[src/design/pcs_regs.svh]
// register indices, field positions, reset values and vector constants
// assumes an Avalon-MM byte address where byte address = 4 * index
`ifndef PCS_REGS_SVH
`define PCS_REGS_SVH
`define PCS_IDX_P0_LO 8'h84
`define PCS_IDX_P0_HI 8'h85
`define PCS_IDX_P1_LO 8'h94
`define PCS_IDX_P1_HI 8'h95
`define PCS_IDX_P2_LO 8'hAC
`define PCS_IDX_P2_HI 8'hAD
`define PCS_IDX_P3_LO 8'hB4
`define PCS_IDX_P3_HI 8'hB5
`define PCS_IDX_POL 8'hAE
`define PCS_IDX_XCTL 8'hC0
`define PCS_IDX_CFG_LO 8'hC2
`define PCS_IDX_CFG_HI 8'hC3
`define PCS_IDX_DATA 8'hD8
`define PCS_X3_PRIO 7
`define PCS_X3_EN 6
`define PCS_X3_PEND 5
`define PCS_X3_EDGE 4
`define PCS_X2_PRIO 3
`define PCS_X2_EN 2
`define PCS_X2_PEND 1
`define PCS_X2_EDGE 0
`define PCS_POL_POS 4
`define PCS_RST_BYTE 8'h00
`define PCS_RST_DATA 4'hF
`define PCS_VEC_LOW 3'h3
`define PCS_PIN_IRQ2 3
`define PCS_PIN_IRQ3 2
`define PCS_MASK_16 16'hFFFF
`define PCS_MASK_15 16'hFFFE
`define PCS_MASK_14 16'hFFFC
`define PCS_MASK_8 16'hFF00
`endif

[src/design/pcs_pkg.sv]
// types shared by the port-four strobe block
// assumes pcs_regs.svh supplies the numeric constants
package pcs_pkg;
  typedef enum logic [1:0] {FUNC_GPIO, FUNC_RD, FUNC_WR, FUNC_RDWR} pcs_func_t;
  typedef enum logic [1:0] {CMP_16, CMP_15, CMP_14, CMP_8} pcs_cmp_t;
  typedef enum logic {BUS_IDLE, BUS_DONE} pcs_bus_state_t;
endpackage

[src/design/pcs_strobe_if.sv]
// carrier between the port block and one strobe decoder
// assumes all signals are in the mclk_in domain
`timescale 1ns/1ns
interface pcs_strobe_if;
  import pcs_pkg::*;
  logic [15:0] base_addr;
  pcs_func_t   func;
  pcs_cmp_t    cmp;
  logic [15:0] ext_addr;
  logic        rd_act;
  logic        wr_act;
  logic        strobe_hit;
  modport cfg (output base_addr, func, cmp, ext_addr, rd_act, wr_act, input strobe_hit);
  modport dec (input base_addr, func, cmp, ext_addr, rd_act, wr_act, output strobe_hit);
endinterface

[src/design/pcs_strobe_dec.sv]
// one chip-select decoder: masked address compare and strobe qualify
// assumes rd_act and wr_act are already active high
`timescale 1ns/1ns
`include "pcs_regs.svh"
module pcs_strobe_dec
  import pcs_pkg::*;
(
  pcs_strobe_if.dec sif  // configuration in, hit out
);
  logic [15:0] mask;
  logic        match;

  ////////////////////////////////////////////////////////////////////
  // compare length mask
  always_comb begin
    case (sif.cmp)
      CMP_16:  mask = `PCS_MASK_16;
      CMP_15:  mask = `PCS_MASK_15;
      CMP_14:  mask = `PCS_MASK_14;
      CMP_8:   mask = `PCS_MASK_8;
      default: mask = `PCS_MASK_16;
    endcase
  end

  assign match = ((sif.ext_addr ^ sif.base_addr) & mask) == 16'h0000;

  // write role fires on in-range write
  // role picks read, write or both
  always_comb begin
    case (sif.func)
      FUNC_RD:   sif.strobe_hit = match & sif.rd_act;
      FUNC_WR:   sif.strobe_hit = match & sif.wr_act;
      FUNC_RDWR: sif.strobe_hit = match & (sif.rd_act | sif.wr_act);
      default:   sif.strobe_hit = 1'b0;
    endcase
  end
endmodule

[src/design/pcs_port4.sv]
// port-four block: gpio or chip-select strobes, two extra irqs,
// eight-source priority and vector logic, Avalon-MM register slave
// assumes the external bus and pins are synchronous to mclk_in
//
// Decided for this implementation: register access over Avalon-MM.
`timescale 1ns/1ns
`include "pcs_regs.svh"

////////////////////////////////////////////////////////////////////
module pcs_port4
  import pcs_pkg::*;
(
  input  wire logic        mclk_in,             // 20 MHz core clock
  input  wire logic        rst_in,              // async reset, high
  input  wire logic [9:0]  avs_address_in,      // byte address
  input  wire logic        avs_read_in,         // read request
  input  wire logic        avs_write_in,        // write request
  input  wire logic [31:0] avs_writedata_in,    // write data
  input  wire logic [3:0]  avs_byteenable_in,   // lane 0 used
  output logic      [31:0] avs_readdata_out,    // registered read data
  output logic             avs_waitrequest_out, // stall
  input  wire logic [15:0] ext_addr_in,         // external data address
  input  wire logic        ext_rd_n_in,         // external read, low
  input  wire logic        ext_wr_n_in,         // external write, low
  input  wire logic [3:0]  pin_in,              // pin levels
  output logic      [3:0]  pin_out,             // pin drive value
  output logic      [3:0]  pin_oe_out,          // pin drive enable
  input  wire logic [5:0]  core_req_in,         // other six sources
  input  wire logic [5:0]  core_high_in,        // their priority bits
  input  wire logic        irq_service_in,      // vector taken, pulse
  output logic             irq_req_out,         // request pending
  output logic             irq_high_out,        // winner is high level
  output logic      [7:0]  irq_vector_out       // winner vector
);
  pcs_bus_state_t bus_state_reg;
  logic [7:0]  idx;
  logic        bus_req;
  logic        wr_en;
  logic [7:0]  wbyte;
  logic [7:0]  rd_mux;
  logic [31:0] readdata_reg;
  logic [7:0]  base_lo_reg [4];
  logic [7:0]  base_hi_reg [4];
  logic [7:0]  cfg_lo_reg;
  logic [7:0]  cfg_hi_reg;
  logic [3:0]  pol_reg;
  logic [7:0]  xctl_reg;
  logic [3:0]  data_reg;
  logic [3:0]  pin_out_reg;
  logic [3:0]  pin_oe_reg;
  logic [3:0]  strobe_hit;
  logic [1:0]  func_f [4];
  logic [1:0]  cmp_f [4];
  logic [1:0]  prev_reg;
  logic [1:0]  fall;
  logic [1:0]  x_req;
  logic [7:0]  all_req;
  logic [7:0]  all_high;
  logic [2:0]  win_idx;
  logic        win_any;
  logic        win_high;
  logic        irq_req_reg;
  logic        irq_high_reg;
  logic [2:0]  irq_idx_reg;
  logic [1:0]  svc_clr;

  ////////////////////////////////////////////////////////////////////
  // bus slave: one wait state, answer in second cycle
  assign idx     = avs_address_in[9:2];
  assign bus_req = avs_read_in | avs_write_in;
  assign avs_waitrequest_out = bus_req & (bus_state_reg == BUS_IDLE);
  assign wr_en   = avs_write_in & (bus_state_reg == BUS_DONE) & avs_byteenable_in[0];
  assign wbyte   = avs_writedata_in[7:0];
  assign avs_readdata_out = readdata_reg;

  always_ff @(posedge mclk_in or posedge rst_in) begin
    if (rst_in) begin
      bus_state_reg <= BUS_IDLE;
    end else begin
      case (bus_state_reg)
        BUS_IDLE: bus_state_reg <= bus_req ? BUS_DONE : BUS_IDLE;
        BUS_DONE: bus_state_reg <= BUS_IDLE;
        default:  bus_state_reg <= BUS_IDLE;
      endcase
    end
  end

  // read mux; unmapped indices read zero
  always_comb begin
    case (idx)
      `PCS_IDX_P0_LO:  rd_mux = base_lo_reg[0];
      `PCS_IDX_P0_HI:  rd_mux = base_hi_reg[0];
      `PCS_IDX_P1_LO:  rd_mux = base_lo_reg[1];
      `PCS_IDX_P1_HI:  rd_mux = base_hi_reg[1];
      `PCS_IDX_P2_LO:  rd_mux = base_lo_reg[2];
      `PCS_IDX_P2_HI:  rd_mux = base_hi_reg[2];
      `PCS_IDX_P3_LO:  rd_mux = base_lo_reg[3];
      `PCS_IDX_P3_HI:  rd_mux = base_hi_reg[3];
      // low nibble of polarity reads zero
      `PCS_IDX_POL:    rd_mux = {pol_reg, 4'h0};
      `PCS_IDX_XCTL:   rd_mux = xctl_reg;
      `PCS_IDX_CFG_LO: rd_mux = cfg_lo_reg;
      `PCS_IDX_CFG_HI: rd_mux = cfg_hi_reg;
      // reads see pin levels, as a port read does
      `PCS_IDX_DATA:   rd_mux = {4'h0, pin_in};
      default:         rd_mux = 8'h00;
    endcase
  end

  // read data latched at the stall edge, stands at the answer edge
  always_ff @(posedge mclk_in or posedge rst_in) begin
    if (rst_in) begin
      readdata_reg <= 32'h0000_0000;
    end else if (avs_read_in && bus_state_reg == BUS_IDLE) begin
      readdata_reg <= {24'h00_0000, rd_mux};
    end
  end

  ////////////////////////////////////////////////////////////////////
  // base address byte pairs per pin
  always_ff @(posedge mclk_in or posedge rst_in) begin
    if (rst_in) begin
      base_lo_reg <= '{default: `PCS_RST_BYTE};
      base_hi_reg <= '{default: `PCS_RST_BYTE};
    end else if (wr_en) begin
      case (idx)
        `PCS_IDX_P0_LO: base_lo_reg[0] <= wbyte;
        `PCS_IDX_P0_HI: base_hi_reg[0] <= wbyte;
        `PCS_IDX_P1_LO: base_lo_reg[1] <= wbyte;
        `PCS_IDX_P1_HI: base_hi_reg[1] <= wbyte;
        `PCS_IDX_P2_LO: base_lo_reg[2] <= wbyte;
        `PCS_IDX_P2_HI: base_hi_reg[2] <= wbyte;
        `PCS_IDX_P3_LO: base_lo_reg[3] <= wbyte;
        `PCS_IDX_P3_HI: base_hi_reg[3] <= wbyte;
        default: ;
      endcase
    end
  end

  // mode, polarity and data registers
  always_ff @(posedge mclk_in or posedge rst_in) begin
    if (rst_in) begin
      cfg_lo_reg <= `PCS_RST_BYTE;
      cfg_hi_reg <= `PCS_RST_BYTE;
      pol_reg    <= 4'h0;
      data_reg   <= `PCS_RST_DATA;
    end else if (wr_en) begin
      case (idx)
        `PCS_IDX_CFG_LO: cfg_lo_reg <= wbyte;
        `PCS_IDX_CFG_HI: cfg_hi_reg <= wbyte;
        `PCS_IDX_POL:    pol_reg <= wbyte[7:`PCS_POL_POS];
        `PCS_IDX_DATA:   data_reg <= wbyte[3:0];
        default: ;
      endcase
    end
  end

  ////////////////////////////////////////////////////////////////////
  // high config holds pin3 and pin2 fields
  assign func_f[3] = cfg_hi_reg[7:6];
  assign cmp_f[3]  = cfg_hi_reg[5:4];
  assign func_f[2] = cfg_hi_reg[3:2];
  assign cmp_f[2]  = cfg_hi_reg[1:0];
  // low config holds pin1 and pin0 fields
  assign func_f[1] = cfg_lo_reg[7:6];
  assign cmp_f[1]  = cfg_lo_reg[5:4];
  assign func_f[0] = cfg_lo_reg[3:2];
  assign cmp_f[0]  = cfg_lo_reg[1:0];

  pcs_strobe_if sif [4] ();

  // one decoder per pin
  for (genvar g = 0; g < 4; g++) begin : g_pin
    assign sif[g].base_addr = {base_hi_reg[g], base_lo_reg[g]};
    assign sif[g].func      = pcs_func_t'(func_f[g]);
    assign sif[g].cmp       = pcs_cmp_t'(cmp_f[g]);
    assign sif[g].ext_addr  = ext_addr_in;
    assign sif[g].rd_act    = ~ext_rd_n_in;
    assign sif[g].wr_act    = ~ext_wr_n_in;
    assign strobe_hit[g]    = sif[g].strobe_hit;
    pcs_strobe_dec u_dec (
      .sif (sif[g])
    );
  end

  // pin drive; strobes lag the external strobe by one clock
  always_ff @(posedge mclk_in or posedge rst_in) begin
    if (rst_in) begin
      pin_out_reg <= `PCS_RST_DATA;
      pin_oe_reg  <= 4'h0;
    end else begin
      for (int i = 0; i < 4; i++) begin
        if (func_f[i] == FUNC_GPIO) begin
          pin_out_reg[i] <= data_reg[i];
          pin_oe_reg[i]  <= ~data_reg[i];
        end else begin
          // clear bit leaves the strobe active low
          pin_out_reg[i] <= pol_reg[i] ? strobe_hit[i] : ~strobe_hit[i];
          pin_oe_reg[i]  <= 1'b1;
        end
      end
    end
  end

  assign pin_out    = pin_out_reg;
  assign pin_oe_out = pin_oe_reg;

  ////////////////////////////////////////////////////////////////////
  // pin3 feeds irq two, pin2 feeds irq three
  assign fall[0] = prev_reg[0] & ~pin_in[`PCS_PIN_IRQ2] & (func_f[3] == FUNC_GPIO);
  assign fall[1] = prev_reg[1] & ~pin_in[`PCS_PIN_IRQ3] & (func_f[2] == FUNC_GPIO);

  always_ff @(posedge mclk_in or posedge rst_in) begin
    if (rst_in) begin
      prev_reg <= 2'b11;
    end else begin
      prev_reg <= {pin_in[`PCS_PIN_IRQ3], pin_in[`PCS_PIN_IRQ2]};
    end
  end

  // service of the shown vector clears its flag
  assign svc_clr[0] = irq_service_in & irq_req_reg & (irq_idx_reg == 3'd6);
  assign svc_clr[1] = irq_service_in & irq_req_reg & (irq_idx_reg == 3'd7);

  // control bits plain; flags: hardware set beats any clear
  always_ff @(posedge mclk_in or posedge rst_in) begin
    if (rst_in) begin
      xctl_reg <= `PCS_RST_BYTE;
    end else begin
      if (wr_en && idx == `PCS_IDX_XCTL) begin
        xctl_reg[`PCS_X3_PRIO] <= wbyte[`PCS_X3_PRIO];
        xctl_reg[`PCS_X3_EN]   <= wbyte[`PCS_X3_EN];
        // irq three edge bit at bit 4
        xctl_reg[`PCS_X3_EDGE] <= wbyte[`PCS_X3_EDGE];
        xctl_reg[`PCS_X2_PRIO] <= wbyte[`PCS_X2_PRIO];
        xctl_reg[`PCS_X2_EN]   <= wbyte[`PCS_X2_EN];
        xctl_reg[`PCS_X2_EDGE] <= wbyte[`PCS_X2_EDGE];
      end
      // edge sets flag, service clears it
      if (xctl_reg[`PCS_X2_EDGE] && fall[0]) begin
        xctl_reg[`PCS_X2_PEND] <= 1'b1;
      end else if (wr_en && idx == `PCS_IDX_XCTL) begin
        xctl_reg[`PCS_X2_PEND] <= wbyte[`PCS_X2_PEND];
      end else if (svc_clr[0] && xctl_reg[`PCS_X2_EDGE]) begin
        xctl_reg[`PCS_X2_PEND] <= 1'b0;
      end
      if (xctl_reg[`PCS_X3_EDGE] && fall[1]) begin
        xctl_reg[`PCS_X3_PEND] <= 1'b1;
      end else if (wr_en && idx == `PCS_IDX_XCTL) begin
        xctl_reg[`PCS_X3_PEND] <= wbyte[`PCS_X3_PEND];
      end else if (svc_clr[1] && xctl_reg[`PCS_X3_EDGE]) begin
        xctl_reg[`PCS_X3_PEND] <= 1'b0;
      end
    end
  end

  // edge mode uses flag, level mode the low pin
  assign x_req[0] = xctl_reg[`PCS_X2_EN] & (xctl_reg[`PCS_X2_EDGE] ? xctl_reg[`PCS_X2_PEND]
                    : (~pin_in[`PCS_PIN_IRQ2] & (func_f[3] == FUNC_GPIO)));
  assign x_req[1] = xctl_reg[`PCS_X3_EN] & (xctl_reg[`PCS_X3_EDGE] ? xctl_reg[`PCS_X3_PEND]
                    : (~pin_in[`PCS_PIN_IRQ3] & (func_f[2] == FUNC_GPIO)));

  assign all_req  = {x_req, core_req_in};
  // priority bits for the extra sources
  assign all_high = {xctl_reg[`PCS_X3_PRIO], xctl_reg[`PCS_X2_PRIO], core_high_in};

  ////////////////////////////////////////////////////////////////////
  // lowest index wins, high level searched first
  always_comb begin
    win_idx  = 3'd0;
    win_any  = 1'b0;
    win_high = 1'b0;
    for (int i = 7; i >= 0; i--) begin
      if (all_req[i] && !all_high[i] && !win_any) begin
        win_idx = 3'(i);
      end
    end
    win_any = |all_req;
    for (int i = 7; i >= 0; i--) begin
      if (all_req[i] && all_high[i]) begin
        win_idx  = 3'(i);
        win_high = 1'b1;
      end
    end
  end

  // registered winner
  always_ff @(posedge mclk_in or posedge rst_in) begin
    if (rst_in) begin
      irq_req_reg  <= 1'b0;
      irq_high_reg <= 1'b0;
      irq_idx_reg  <= 3'd0;
    end else begin
      irq_req_reg  <= win_any;
      irq_high_reg <= win_high;
      irq_idx_reg  <= win_idx;
    end
  end

  // vector is index times eight plus three
  assign irq_vector_out = {2'b00, irq_idx_reg, `PCS_VEC_LOW};
  assign irq_req_out    = irq_req_reg;
  assign irq_high_out   = irq_high_reg;
endmodule

[config.mk]
export PLATFORM = sky130hd
export DESIGN_NAME = pcs_port4
export DESIGN_NICKNAME = d
export VERILOG_FILES = /design/src/design/pcs_pkg.sv /design/src/design/pcs_strobe_if.sv /design/src/design/pcs_strobe_dec.sv /design/src/design/pcs_port4.sv
export VERILOG_INCLUDE_DIRS = /design/src /design/src/design
export SDC_FILE = /design/constraint.sdc
export NUM_CORES = 1
export LEC_CHECK = 0
export BUFFER_PORTS_ARGS = -buffer_cell sky130_fd_sc_hd__buf_2
export CAP_MARGIN = 10
export CORE_MARGIN = 1.5
export CORE_UTILIZATION = 35
export CTS_CLUSTER_DIAMETER = 40
export DETAILED_ROUTE_END_ITERATION = 8
export GPL_TIMING_DRIVEN = 0
export PLACE_DENSITY_LB_ADDON = 0.1
export SYNTH_ARGS = -nofsm -noshare
export SYNTH_HDL_FRONTEND = slang
export SYNTH_HIERARCHICAL = 1
export SYNTH_SLANG_ARGS = --single-unit
[constraint.sdc]
create_clock -name mclk_in -period 3.6 [get_ports mclk_in]
set_input_delay 0 -clock mclk_in [delete_from_list [all_inputs] [get_ports mclk_in]]
set_output_delay 0 -clock mclk_in [all_outputs]
set_load 0.01 [all_outputs]
==> out/metrics.cfg <==
[clock_tree]
cts_root_buf = clkbuf_16
clkTransAtPathRegs_ns = 0.06
ctsResizeCount = 0
clockBufferDepth = 2
htreeDepth = 4
clock_latency_ns = 0.43
cts_made_buffers = 17
cts.sinks = 120
cts_tree = built

[timing]
slew_viol_final = 0
skew_ns = 0.006154
setup_viol = 0
holdWs_ns = 0.02089
fin_crit_sh_pct = 68.75
fmax_mhz = 404.0
hold_viol = 0
rsz0062_at_grt = false
fin_setup_tns_ns = 0
min_period_ns = 2.475
worstMarginPinSlew_ns = 1.151
max-slew-margin-rel_pct = 22.65

[die]
initial_utilization_pct = 36.03
placementRows = 51
die_h_um = 145.2
die_area_mm2 = 0.02109
core_area_mm2 = 0.01965
die_w_um = 145.2
io_pins = 136

[drt]
first_iter_violations = 581
via_count = 5778
firstDrtPassIters = 5
drt-total-wl_um = 23580
drc_errors = 0
wl_per_cell_um = 22.10
detail_route.vias_per_cell = 5.415
postRouteAntennaNets = 0

[yosys]
yosysSeqAreaShare_pct = 42.59
yosys.area_share.simple_pct = 14.90
syn_inst = 639
synth_top_family_by_area = multiplexers
avgSynthCellArea_um2 = 11.08
synth_warnings = 6
synth-compound-area-share_pct = 10.11
synthAdderAreaFrac_pct = 0
synth_area_mm2 = 0.007081
yosysTopAreaCell = dfrtp_1
synth_xor_area_share_pct = 8.411
synth_mux_area_share_pct = 18.24
synthArstFlopShare_pct = 100.0
synth_top_area_share_pct = 38.88
yosys_register_bits = 120
synth.area.top_cells = dfrtp_1, mux2_2, xor2_1
synth_edf_count = 0
ys.flop_type = dfrtp_1
synth.distinct_cells = 73

[layout]
mostFrequentLayoutCell = dfrtp_1
area_delta_synth_final_pct = 24.28
finalNetCount = 874
n_antenna_cell = 0
final_layout_size_suffix_gt1_share_pct = 35.79
mostFrequentLayoutCells = dfrtp_1, mux2_2, buf_2

[setup_path]
cp.required_ns = 3.91
crit_path_max_fanout = 5
critPathLaunchType = flip-flop
path_class = flip-flop to flip-flop
ff2ff_setup_slack_ns = 1.13
worst_setup_path_end_kind = flip-flop
worstPathArrival_ns = 2.79

[min_path]
hold_class = input pin to flip-flop

[power_and_ir_drop]
power_density_mw_per_mm2 = 401.9
p_leak_nw = 4.102
peakVddDrop_v = 0.0003314

[status]
status = finished clean

[placed_design]
dp_hpwl_um = 17490
routabilityCongestion = 0.8949
port_buffers = 75

[grt]
grtUsageTotal_pct = 22.70
grt_first_pass_wirelength_um = 35430
grt_max_degree = 88
grt_pass1_vias = 5678
gr-total-overflow = 0
antenna_found_initial = 0

[flow_run]
cap_violations = 0

power breakdown:
group	switching (W)	total [W]	internal, W
Clock	0.000686	0.00175	0.00106
Combinational	0.000228	0.000384	0.000156
Sequential	0.0000259	0.00140	0.00138
timing repair:
item	in CTS	in global routing
hold buffers	28	0
setup buffers	0	0
endpoints found under the hold margin	135	0
area by class of cell:
class	count	area [µm²]
timing repair buffer	104	683.2
fill	1904	10850
inverter	11	46.29
clock inverter	13	145.1
tap	265	331.6
sequential	120	3015
buffer	58	359.1
multi-input combinational	477	3766
clock buffer	19	452.9
final timing paths:
path,start,endpoint,cells past startpoint
max in group asynchronous,rst_in,data_reg[2],4
worst min register to register,data_reg[2],pin_oe_out[2],1
worst max register to register,cfg_hi_reg[6],irq_idx_reg[0],6
min in group asynchronous,rst_in,bus_state_reg,3
worst max-delay path,cfg_hi_reg[6],irq_idx_reg[0],6
worst min-delay path,core_req_in[1],irq_idx_reg[1],4
cells in the mapped netlist, types with 3 or more instances:
cell type    n
dfrtp_1    110
mux2_2      95
xor2_1      44
buf_4       32
nand2_1     28
xnor2_1     24
mux2i_1     21
nor2_1      20
nor3_1      19
o21ai_0     17
nand3_1     16
a22oi_1     15
clkbuf_1    12
inv_1       11
buf_2       10
dfstp_2     10
nand4_1     10
o21ai_1      9
nor4_1       8
nor4_2       8
a21oi_1      6
a32oi_1      6
nand2b_1     6
nor2b_1      6
and3_1       5
o22ai_1      5
a21boi_0     4
nor2_2       4
o2bb2ai_1    4
a2111oi_0    3
a211oi_1     3
a22o_1       3
a31o_2       3
a31oi_1      3
a32o_1       3
and2_1       3
and4b_1      3
nor3_4       3
o211ai_1     3
o32ai_1      3
routing by layer:
metal  wire length (µm)  up-vias  part of all wire, %  GRT usage (%)
met1              11010     2883                   47          31.80
met3               1397       49                  5.9          4.686
li1                   -     2596                    -              -
met2              10410      250                   44          33.79
met5                  0        -                    0              0
met4                770        0                  3.3          9.745
logic make-up after synthesis:
family / after synthesis
AND/OR/NAND/NOR: 162
XOR/XNOR: 68
AO/OA/AOI/OAI: 101
other: 2
flip-flops: 120
buffers and inverters: 69
multiplexers: 117
critical path: stages (launching register included):
cell	delay, ns
dfrtp_1	0.48
or4_1	0.57
a21boi_0	0.39
a21boi_0	0.16
o31ai_1	0.10
a21oi_1	0.10
dlygate4sd3_1	0.56
per-stage QoR:
stage | setup slack, ns | util [%] | power [W] | instances | area [µm²]
3_3_place_gp | -1.069 | 40.14 | 0.001773 | 1006 | 7889
3_5_place_dp | 1.216 | 40.30 | 0.001782 | 1007 | 7921
2_1_floorplan | 0.4307 | - | 0.001636 | 666 | 7182
5_1_grt | 0.8446 | 44.77 | 0.003653 | 1067 | 8800
4_1_cts | 1.127 | 44.77 | 0.003550 | 1067 | 8800
6_report | 1.125 | 44.77 | 0.003536 | 1067 | 8800
No activity file was read; power rests on OpenSTA's default activity.
